### config.mk
export PLATFORM = sky130hd
export DESIGN_NAME = blerr_top
export DESIGN_NICKNAME = d
export VERILOG_FILES = /design/src/blerr_pkg.sv /design/src/blerr_top.sv
export SDC_FILE = /design/constraint.sdc
export NUM_CORES = 1
export LEC_CHECK = 0
export BUFFER_PORTS_ARGS = -buffer_cell sky130_fd_sc_hd__buf_2
export CORE_ASPECT_RATIO = 0.7
export CORE_MARGIN = 3
export CORE_UTILIZATION = 40
export CTS_CLUSTER_DIAMETER = 30
export DETAILED_ROUTE_END_ITERATION = 10
export GPL_TIMING_DRIVEN = 0
export PLACE_DENSITY = 0.76
export SYNTH_ARGS = -nofsm -noshare
export SYNTH_HDL_FRONTEND = slang
export SYNTH_SLANG_ARGS = --single-unit
### constraint.sdc
create_clock -name CLK_I -period 4.7 [get_ports CLK_I]
set_input_delay 0.47 -clock CLK_I [delete_from_list [all_inputs] [get_ports CLK_I]]
set_output_delay 0.47 -clock CLK_I [all_outputs]
set_load 0.02 [all_outputs]
### src/blerr_pkg.sv
// Constants for the link and secondary bus error reporting block.
// Assumes a single 100 MHz clock and a classic Wishbone register port.
package blerr_pkg;

  // Register byte offsets, one aligned word each
  localparam logic [7:0] ADR_CTRL     = 8'h00;
  localparam logic [7:0] ADR_UNC_STAT = 8'h04;
  localparam logic [7:0] ADR_COR_STAT = 8'h08;
  localparam logic [7:0] ADR_PCI_STAT = 8'h0C;
  localparam logic [7:0] ADR_DEV_STAT = 8'h10;
  localparam logic [7:0] ADR_IRQ_MASK = 8'h14;
  localparam logic [7:0] ADR_SEVERITY = 8'h18;

  // Control register fields
  localparam int CTL_SYSERR_EN = 0;
  localparam int CTL_PERESP_EN = 1;
  localparam int CTL_COR_MSG   = 2;
  localparam int CTL_NF_MSG    = 3;
  localparam int CTL_FTL_MSG   = 4;
  localparam int CTL_W         = 5;
  localparam logic [4:0] CTRL_RST = 5'h00;

  // Uncorrectable status and severity fields
  localparam int UNC_OVF  = 0;
  localparam int UNC_FLOW = 1;
  localparam int UNC_LINK = 2;
  localparam int UNC_UDE  = 3;
  localparam int UNC_PAD  = 4;
  localparam int UNC_W    = 5;
  localparam logic [4:0] SEV_RST = 5'h00;

  // Correctable status fields
  localparam int COR_BTLP  = 0;
  localparam int COR_BDLLP = 1;
  localparam int COR_RNRO  = 2;
  localparam int COR_RTTO  = 3;
  localparam int COR_W     = 4;

  // Bus-side status fields
  localparam int PCI_DPE  = 0;
  localparam int PCI_SSE  = 1;
  localparam int PCI_MDP  = 2;
  localparam int PCI_W    = 3;

  // Device status and interrupt mask fields
  localparam int DEV_COR = 0;
  localparam int DEV_NF  = 1;
  localparam int DEV_FTL = 2;
  localparam int DEV_W   = 3;
  localparam logic [2:0] MASK_RST = 3'h0;

  // Credit limits and minimum initial credits
  localparam logic [7:0]  HDR_CRD_MAX  = 8'h7F;
  localparam logic [11:0] DATA_CRD_MAX = 12'h7FF;
  localparam logic [7:0]  HDR_CRD_MIN  = 8'h01;
  localparam logic [11:0] DATA_CRD_MIN = 12'h008;
  localparam int          FC_TYPES     = 3;

  // Error message codes
  localparam logic [1:0] MSG_COR = 2'h0;
  localparam logic [1:0] MSG_NF  = 2'h1;
  localparam logic [1:0] MSG_FTL = 2'h3;

  // Parity error pin drive length in cycles
  localparam logic [1:0] PERR_LOW_CYC = 2'h2;

  typedef enum logic [2:0] {
    PERR_IDLE = 3'b001,
    PERR_LOW  = 3'b010,
    PERR_PARK = 3'b100
  } blerr_perr_t;

endpackage

### src/blerr_top.sv
// Link, flow-control and secondary bus error detection with status reporting.
// Assumes event inputs are one-cycle pulses from logic on CLK_I; the
// secondary parity pin arrives from the bus and is synchronised here.
//
// The placing of the registers and the Wishbone register port were chosen for this implementation.
`timescale 1ns/1ps
`default_nettype none

module blerr_top (
  input  wire logic        CLK_I,
  input  wire logic        RST_I,
  input  wire logic [7:0]  ADR_I,
  input  wire logic [31:0] DAT_I,
  output logic      [31:0] DAT_O,
  input  wire logic        WE_I,
  input  wire logic [3:0]  SEL_I,
  input  wire logic        CYC_I,
  input  wire logic        STB_I,
  output logic             ACK_O,
  output logic             IRQ_O,
  input  wire logic        RX_OVERFLOW_I,
  input  wire logic        FC_UPDATE_I,
  input  wire logic        FC_INIT_I,
  input  wire logic [1:0]  FC_TYPE_I,
  input  wire logic [7:0]  FC_HDR_CREDIT_I,
  input  wire logic [11:0] FC_DATA_CREDIT_I,
  input  wire logic        ACKNAK_VALID_I,
  input  wire logic [11:0] ACKNAK_SEQ_I,
  input  wire logic [11:0] ACKED_SEQ_I,
  input  wire logic [11:0] NEXT_TX_SEQ_I,
  input  wire logic        TLP_END_I,
  input  wire logic        TLP_EDB_I,
  input  wire logic        TLP_LCRC_OK_I,
  input  wire logic        TLP_LCRC_INV_I,
  input  wire logic        TLP_SEQ_OK_I,
  input  wire logic        DLLP_VALID_I,
  input  wire logic        DLLP_CRC_OK_I,
  input  wire logic        REPLAY_ROLLOVER_I,
  input  wire logic        REPLAY_TIMEOUT_I,
  input  wire logic        PCI_CPL_DATA_ERR_I,
  input  wire logic        NPW_ACTIVE_I,
  input  wire logic        SECONDARY_PARITY_ERROR_PIN_N_I,
  output logic             SECONDARY_PARITY_ERROR_PIN_N_O,
  output logic             SECONDARY_PARITY_ERROR_PIN_N_OE_O,
  output logic             MSG_VALID_O,
  output logic      [1:0]  MSG_TYPE_O
);

  // Modular distance between two sequence numbers
  function automatic logic [11:0] seq_dist(input logic [11:0] a, input logic [11:0] b);
    seq_dist = a - b;
  endfunction

  logic [blerr_pkg::CTL_W-1:0] ctrl_ff;
  logic [blerr_pkg::UNC_W-1:0] unc_ff;
  logic [blerr_pkg::UNC_W-1:0] sev_ff;
  logic [blerr_pkg::COR_W-1:0] cor_ff;
  logic [blerr_pkg::PCI_W-1:0] pci_ff;
  logic [blerr_pkg::DEV_W-1:0] dev_ff;
  logic [blerr_pkg::DEV_W-1:0] mask_ff;
  logic [31:0]                 dat_ff;
  logic                        ack_ff;
  logic [blerr_pkg::FC_TYPES-1:0] inf_hdr_ff;
  logic [blerr_pkg::FC_TYPES-1:0] inf_data_ff;
  logic                        pin_s1_ff;
  logic                        pin_s2_ff;
  logic [1:0]                  drv_hist_ff;
  blerr_pkg::blerr_perr_t      perr_state_ff;
  blerr_pkg::blerr_perr_t      nxt_perr_state;
  logic [1:0]                  perr_cnt_ff;
  logic                        msg_valid_ff;
  logic [1:0]                  msg_type_ff;

  logic                        req;
  logic                        wr;
  logic [7:0]                  wbyte;
  logic [31:0]                 rd_mux;
  logic                        fc_typ_ok;
  logic                        fc_err;
  logic                        seq_err;
  logic                        tlp_bad;
  logic                        perr_seen;
  logic                        perr_start;
  logic [blerr_pkg::UNC_W-1:0] unc_set;
  logic [blerr_pkg::UNC_W-1:0] unc_new;
  logic [blerr_pkg::COR_W-1:0] cor_set;
  logic [blerr_pkg::PCI_W-1:0] pci_set;
  logic [blerr_pkg::DEV_W-1:0] dev_set;
  logic                        ftl_new;
  logic                        nf_new;
  logic                        cor_new;
  logic                        send_ftl;
  logic                        send_nf;
  logic                        send_cor;
  logic                        peresp;

  assign peresp = ctrl_ff[blerr_pkg::CTL_PERESP_EN];

  // Wishbone slave: one wait state, unmapped reads return zero
  assign req   = CYC_I & STB_I & ~ack_ff;
  assign wr    = req & WE_I & SEL_I[0];
  assign wbyte = DAT_I[7:0];

  always_comb begin
    rd_mux = 32'h0000_0000;
    unique case (ADR_I)
      blerr_pkg::ADR_CTRL:     rd_mux[blerr_pkg::CTL_W-1:0] = ctrl_ff;
      blerr_pkg::ADR_UNC_STAT: rd_mux[blerr_pkg::UNC_W-1:0] = unc_ff;
      blerr_pkg::ADR_COR_STAT: rd_mux[blerr_pkg::COR_W-1:0] = cor_ff;
      blerr_pkg::ADR_PCI_STAT: rd_mux[blerr_pkg::PCI_W-1:0] = pci_ff;
      blerr_pkg::ADR_DEV_STAT: rd_mux[blerr_pkg::DEV_W-1:0] = dev_ff;
      blerr_pkg::ADR_IRQ_MASK: rd_mux[blerr_pkg::DEV_W-1:0] = mask_ff;
      blerr_pkg::ADR_SEVERITY: rd_mux[blerr_pkg::UNC_W-1:0] = sev_ff;
      default:                 rd_mux = 32'h0000_0000;
    endcase
  end

  always_ff @(posedge CLK_I or posedge RST_I) begin
    if (RST_I) begin
      ack_ff <= 1'b0;
      dat_ff <= 32'h0000_0000;
    end else begin
      ack_ff <= req;
      if (req) begin
        dat_ff <= rd_mux;
      end
    end
  end

  assign ACK_O = ack_ff;
  assign DAT_O = dat_ff;

  always_ff @(posedge CLK_I or posedge RST_I) begin
    if (RST_I) begin
      ctrl_ff <= blerr_pkg::CTRL_RST;
      sev_ff  <= blerr_pkg::SEV_RST;
      mask_ff <= blerr_pkg::MASK_RST;
    end else if (wr) begin
      if (ADR_I == blerr_pkg::ADR_CTRL) begin
        ctrl_ff <= wbyte[blerr_pkg::CTL_W-1:0];
      end
      if (ADR_I == blerr_pkg::ADR_SEVERITY) begin
        sev_ff <= wbyte[blerr_pkg::UNC_W-1:0];
      end
      if (ADR_I == blerr_pkg::ADR_IRQ_MASK) begin
        mask_ff <= wbyte[blerr_pkg::DEV_W-1:0];
      end
    end
  end

  // Infinite credit memory per credit type; zero at init means infinite
  assign fc_typ_ok = FC_TYPE_I < 2'(blerr_pkg::FC_TYPES);

  always_ff @(posedge CLK_I or posedge RST_I) begin
    if (RST_I) begin
      inf_hdr_ff  <= '0;
      inf_data_ff <= '0;
    end else if (FC_UPDATE_I & FC_INIT_I & fc_typ_ok) begin
      inf_hdr_ff[FC_TYPE_I]  <= (FC_HDR_CREDIT_I == 8'h00);
      inf_data_ff[FC_TYPE_I] <= (FC_DATA_CREDIT_I == 12'h000);
    end
  end

  always_comb begin
    fc_err = 1'b0;
    if (FC_UPDATE_I) begin
      if (FC_HDR_CREDIT_I > blerr_pkg::HDR_CRD_MAX ||
          FC_DATA_CREDIT_I > blerr_pkg::DATA_CRD_MAX) begin
        fc_err = 1'b1;
      end
      if (FC_INIT_I &&
          ((FC_HDR_CREDIT_I != 8'h00 && FC_HDR_CREDIT_I < blerr_pkg::HDR_CRD_MIN) ||
           (FC_DATA_CREDIT_I != 12'h000 && FC_DATA_CREDIT_I < blerr_pkg::DATA_CRD_MIN))) begin
        fc_err = 1'b1;
      end
      if (!FC_INIT_I && fc_typ_ok &&
          ((inf_hdr_ff[FC_TYPE_I] && FC_HDR_CREDIT_I != 8'h00) ||
           (inf_data_ff[FC_TYPE_I] && FC_DATA_CREDIT_I != 12'h000))) begin
        fc_err = 1'b1;
      end
    end
  end

  assign seq_err = ACKNAK_VALID_I &&
                   (seq_dist(ACKNAK_SEQ_I, ACKED_SEQ_I) >
                    seq_dist(NEXT_TX_SEQ_I - 12'h001, ACKED_SEQ_I));

  assign tlp_bad = TLP_END_I &&
                   (TLP_EDB_I ? !TLP_LCRC_INV_I : (!TLP_LCRC_OK_I || !TLP_SEQ_OK_I));

  // Two-flop synchroniser for the secondary parity pin
  always_ff @(posedge CLK_I or posedge RST_I) begin
    if (RST_I) begin
      pin_s1_ff <= 1'b1;
      pin_s2_ff <= 1'b1;
    end else begin
      pin_s1_ff <= SECONDARY_PARITY_ERROR_PIN_N_I;
      pin_s2_ff <= pin_s1_ff;
    end
  end

  // Own drive is masked for the synchroniser latency to avoid self-detection
  assign perr_seen = NPW_ACTIVE_I && !pin_s2_ff &&
                     perr_state_ff == blerr_pkg::PERR_IDLE && drv_hist_ff == 2'b00;

  always_comb begin
    unc_set = '0;
    cor_set = '0;
    unc_set[blerr_pkg::UNC_OVF]  = RX_OVERFLOW_I;
    unc_set[blerr_pkg::UNC_FLOW] = fc_err;
    unc_set[blerr_pkg::UNC_LINK] = seq_err;
    unc_set[blerr_pkg::UNC_UDE]  = PCI_CPL_DATA_ERR_I;
    unc_set[blerr_pkg::UNC_PAD]  = perr_seen;
    cor_set[blerr_pkg::COR_BTLP]  = tlp_bad;
    cor_set[blerr_pkg::COR_BDLLP] = DLLP_VALID_I & ~DLLP_CRC_OK_I;
    cor_set[blerr_pkg::COR_RNRO]  = REPLAY_ROLLOVER_I;
    cor_set[blerr_pkg::COR_RTTO]  = REPLAY_TIMEOUT_I;
  end

  // only first occurrences send messages or start the pin drive
  assign unc_new = unc_set & ~unc_ff;
  assign ftl_new = |(unc_new & sev_ff);
  assign nf_new  = |(unc_new & ~sev_ff);
  assign cor_new = |(cor_set & ~cor_ff);

  // One message per cycle; the most severe wins
  assign send_ftl = ftl_new & ctrl_ff[blerr_pkg::CTL_FTL_MSG];
  assign send_nf  = !send_ftl & nf_new & ctrl_ff[blerr_pkg::CTL_NF_MSG];
  assign send_cor = !send_ftl & !send_nf & cor_new & ctrl_ff[blerr_pkg::CTL_COR_MSG];

  always_comb begin
    dev_set = '0;
    pci_set = '0;
    dev_set[blerr_pkg::DEV_COR] = |cor_set;
    dev_set[blerr_pkg::DEV_FTL] = |(unc_set & sev_ff);
    dev_set[blerr_pkg::DEV_NF]  = |(unc_set & ~sev_ff);
    pci_set[blerr_pkg::PCI_DPE] = PCI_CPL_DATA_ERR_I;
    pci_set[blerr_pkg::PCI_SSE] = (send_ftl | send_nf) & ctrl_ff[blerr_pkg::CTL_SYSERR_EN];
    pci_set[blerr_pkg::PCI_MDP] = (PCI_CPL_DATA_ERR_I | perr_seen) & peresp;
  end

  // Sticky flags; a set in the clearing cycle wins
  always_ff @(posedge CLK_I or posedge RST_I) begin
    if (RST_I) begin
      unc_ff <= '0;
      cor_ff <= '0;
      pci_ff <= '0;
      dev_ff <= '0;
    end else begin
      unc_ff <= (unc_ff & ~((wr && ADR_I == blerr_pkg::ADR_UNC_STAT) ?
                 wbyte[blerr_pkg::UNC_W-1:0] : '0)) | unc_set;
      cor_ff <= (cor_ff & ~((wr && ADR_I == blerr_pkg::ADR_COR_STAT) ?
                 wbyte[blerr_pkg::COR_W-1:0] : '0)) | cor_set;
      pci_ff <= (pci_ff & ~((wr && ADR_I == blerr_pkg::ADR_PCI_STAT) ?
                 wbyte[blerr_pkg::PCI_W-1:0] : '0)) | pci_set;
      dev_ff <= (dev_ff & ~((wr && ADR_I == blerr_pkg::ADR_DEV_STAT) ?
                 wbyte[blerr_pkg::DEV_W-1:0] : '0)) | dev_set;
    end
  end

  assign IRQ_O = |(dev_ff & mask_ff);

  always_ff @(posedge CLK_I or posedge RST_I) begin
    if (RST_I) begin
      msg_valid_ff <= 1'b0;
      msg_type_ff  <= blerr_pkg::MSG_COR;
    end else begin
      msg_valid_ff <= send_ftl | send_nf | send_cor;
      if (send_ftl) begin
        msg_type_ff <= blerr_pkg::MSG_FTL;
      end else if (send_nf) begin
        msg_type_ff <= blerr_pkg::MSG_NF;
      end else if (send_cor) begin
        msg_type_ff <= blerr_pkg::MSG_COR;
      end
    end
  end

  assign MSG_VALID_O = msg_valid_ff;
  assign MSG_TYPE_O  = msg_type_ff;

  // pin drive only with response enabled
  assign perr_start = PCI_CPL_DATA_ERR_I & peresp & unc_new[blerr_pkg::UNC_UDE];

  always_comb begin
    nxt_perr_state = perr_state_ff;
    unique case (perr_state_ff)
      blerr_pkg::PERR_IDLE: begin
        if (perr_start) begin
          nxt_perr_state = blerr_pkg::PERR_LOW;
        end
      end
      blerr_pkg::PERR_LOW: begin
        if (perr_cnt_ff == blerr_pkg::PERR_LOW_CYC - 2'h1) begin
          nxt_perr_state = blerr_pkg::PERR_PARK;
        end
      end
      blerr_pkg::PERR_PARK: nxt_perr_state = blerr_pkg::PERR_IDLE;
      default:              nxt_perr_state = blerr_pkg::PERR_IDLE;
    endcase
  end

  always_ff @(posedge CLK_I or posedge RST_I) begin
    if (RST_I) begin
      perr_state_ff <= blerr_pkg::PERR_IDLE;
      perr_cnt_ff   <= 2'h0;
      drv_hist_ff   <= 2'b00;
    end else begin
      perr_state_ff <= nxt_perr_state;
      perr_cnt_ff   <= (perr_state_ff == blerr_pkg::PERR_LOW) ? perr_cnt_ff + 2'h1 : 2'h0;
      drv_hist_ff   <= {drv_hist_ff[0], perr_state_ff != blerr_pkg::PERR_IDLE};
    end
  end

  // Park high one cycle before release so the pull-up is not relied on
  assign SECONDARY_PARITY_ERROR_PIN_N_O  = perr_state_ff != blerr_pkg::PERR_LOW;
  assign SECONDARY_PARITY_ERROR_PIN_N_OE_O = perr_state_ff != blerr_pkg::PERR_IDLE;
endmodule

`default_nettype wire

==> results.yml <==
sta:
  worst_pin_slew_ns: 0.621
  drv_slew: 0
  rsz0062_at_grt: "no"
  skew_ns: 0.0101
  final.period_utilization: 0.913
  finalCriticalPeriod_ns: 4.29
  finalHoldViolations: 0
  relSlewSlack: 0.586
  tns_ns: 0
  setup_viol: 0
  clock.fmax_ghz: 0.233
detailed_routing:
  vias: 3697
  remaining_drc_errors: 0
  drt_iter0_markers: 205
  drt_wl_total_mm: 10.1
  drtPass1Iterations: 5
  viasPerCell: 5.19
  ant_nets: 0
  routedWlPerCell_um: 14.1
clock_network:
  cts.sinks: 52
  cts_tree: "yes"
  clkLatencyLatePin_ns: 0.30
  cts_root_buf: "clkbuf_16"
  clock_path_buffers: 2
  postCtsSetupBuffers: 0
  cts_hold_buf: 0
  cts_buffers: 5
  path_clk_slew_ns: 0.07
  cts_htree_levels: 2
layout:
  register_area_mm2: 0.00131
  mostFrequentLayoutCells: "buf_2 (103), dfrtp_1 (49), nand2_1 (46)"
  multiInputGateArea_mm2: 0.00250
  layout_commonest_cell: "buf_2"
  drive_gt1_frac: 0.307
  nFillCells: 917
  area_delta_synth_final_pct: 23.4
  antenna_cells: 0
  final_nets: 743
pwr:
  finalPower_uw: 1210
  leakagePower_uw: 0.00261
  max-vdd-ir-drop_mv: 0.133
  cellPowerDensity_mw_per_mm2: 242
die:
  core_mm2: 0.00980
  num_rows: 30
  dieArea_mm2: 0.0114
  die_x_um: 127
  die_h_um: 90.4
  ios: 162
  initial_utilization: 0.415
critical_path:
  cp.arrival_ns: 4.47
  cp_max_fo: 3
  r2r-end: "ctrl_ff[0]"
  cp.required_ns: 4.88
  cp-end-kind: "register"
  cp-startpoint: "ACKNAK_SEQ_I[0]"
  cp-endpoint: "pci_ff[1]"
  cp-start-kind: "input port"
  rrSetupSlack_ns: 2.44
  rr_worst_depth: 5
  rr_startpoint: "ACK_O"
  crit_type: "in -> reg"
yosys:
  ys_ff_latch: 52
  synth.avg_cell_area_um2: 9.12
  postSynthCellCount: 446
  ys_warn_count: 0
  synth-main-ff-cell: "dfrtp_1"
  synth.distinct_cells: 63
  ys_seq_area_frac: 0.321
  synth_edf_count: 0
  synth_area_mm2: 0.00407
  async_reset_ff_frac: 1.00
run:
  max-cap-violations: 0
global_route:
  grt_pass1_wl_mm: 16.3
  grt_overflow: 0
  track_usage: 0.170
  grt_start_max_net_pins: 28
  antenna_found_initial: 0
  grt_pass1_vias: 3541
placement:
  port_buffers: 103
  gp_congestion: 0.920
  dpl.hpwl_mm: 8.40
min_path:
  min_path_type: "in -> async"
status:
  outcome: "finished clean"
[per-layer routing]
layer,up-vias,track usage,routed length [µm]
met4,0,0.0232,58
met3,8,0.0361,697
met5,-,0,0
met1,1734,0.234,4550
li1,1820,-,-
met2,135,0.284,4760
[registers in the layout (all words and copies together) (netlist names)]
name,flops
ACK_O,1
DAT_O,5
MSG_TYPE_O,2
MSG_VALID_O,1
cor_ff,4
ctrl_ff,5
dev_ff,3
drv_hist_ff,2
inf_data_ff,3
inf_hdr_ff,3
mask_ff,3
pci_ff,3
perr_cnt_ff,2
perr_state_ff,3
pin_s1_ff,1
pin_s2_ff,1
sev_ff,5
unc_ff,5
[report_power, final]
group / switching [µW] / total, µW / internal, µW
Combinational: 210 / 379 / 169
Clock: 172 / 374 / 201
Sequential: 5.24 / 460 / 455
Total: 388 / 1210 / 825
[cell usage after synthesis, drive strengths merged (3+ instances only)]
library cell,instances,share of area
nand2,46,0.042
buf,27,0.050
a31oi,3,0.0046
dfrtp,49,0.30
o41ai,3,0.0083
and3,7,0.011
inv,40,0.037
mux2,20,0.055
xor2,7,0.015
o21bai,3,0.0055
o21ai,19,0.023
o221ai,3,0.0065
nand3,11,0.014
xnor2,11,0.024
nor4,7,0.011
nand4,6,0.0092
dfstp,3,0.019
and2,3,0.0046
clkbuf,4,0.0037
o31ai,5,0.0092
or4,4,0.010
nor2,28,0.028
nor3,5,0.0089
ha,35,0.11
nor3b,3,0.0055
a21oi,17,0.021
mux2i,6,0.015
a21o,15,0.028
nor2b,9,0.014
a22o,5,0.011
nand2b,4,0.0061
[what timing repair did]
item	4_1_cts	5_1_grt
endpoints found under the hold margin	0	0
gates resized for setup	0	1
setup endpoints to repair	0	1
[worst max-delay path, cell delays in order]
cell	delay, ns
buf_2	0.10
inv_1	0.05
ha_1	0.16
inv_1	0.05
fa_1	0.40
a21o_1	0.17
a21oi_1	0.23
o21bai_1	0.09
a21oi_1	0.20
o21ai_0	0.20
or4_1	0.44
nand3_1	0.10
ha_1	0.24
nand2_1	0.08
o211ai_1	0.11
a221oi_2	0.27
nor4_1	0.11
o41ai_2	0.56
nand2_1	0.15
a22o_1	0.26
[per-stage QoR]
stage	setup slack, ns	cells	hold WS, ns	area [µm²]	util
floorplan	0.764	472	0.345	4170	-
global placement	0.101	703	0.347	4840	0.494
detailed placement	0.0947	704	0.350	4860	0.496
CTS	0.376	712	0.251	5010	0.512
global route	0.0000275	712	0.257	5020	0.513
finish	0.408	712	0.225	5020	0.513
[worst min-delay path by stage]
stage	start	end	slack, ns	cells after the start
floorplan	pin_s1_ff	pin_s2_ff	0.35	0
global placement	pin_s1_ff	pin_s2_ff	0.35	0
detailed placement	pin_s1_ff	pin_s2_ff	0.35	0
CTS	RST_I	ACK_O	0.25	2
global route	SECONDARY_PARITY_ERROR_PIN_N_I	pin_s1_ff	0.26	1
finish	RST_I	ACK_O	0.23	2
[final cells by class]
class / count / area share
tap: 128 / 0.0319
inverter: 40 / 0.0299
multi-input combinational: 349 / 0.498
sequential: 52 / 0.260
timing repair buffer: 104 / 0.107
clock buffer: 5 / 0.0249
buffer: 31 / 0.0434
clock inverter: 3 / 0.00523
[cells by family after synthesis]
| logic type | after synthesis | synth area share |
|---|---|---|
| other cells | 1 | 0.000922 |
| simple gates | 143 | 0.183 |
| xor+xnor | 18 | 0.0387 |
| compound gates | 96 | 0.168 |
| mux | 28 | 0.0812 |
| fa+ha+maj | 37 | 0.117 |
| buf+inv | 71 | 0.0904 |
| flops | 52 | 0.321 |
(Power assumes the default switching activity.)
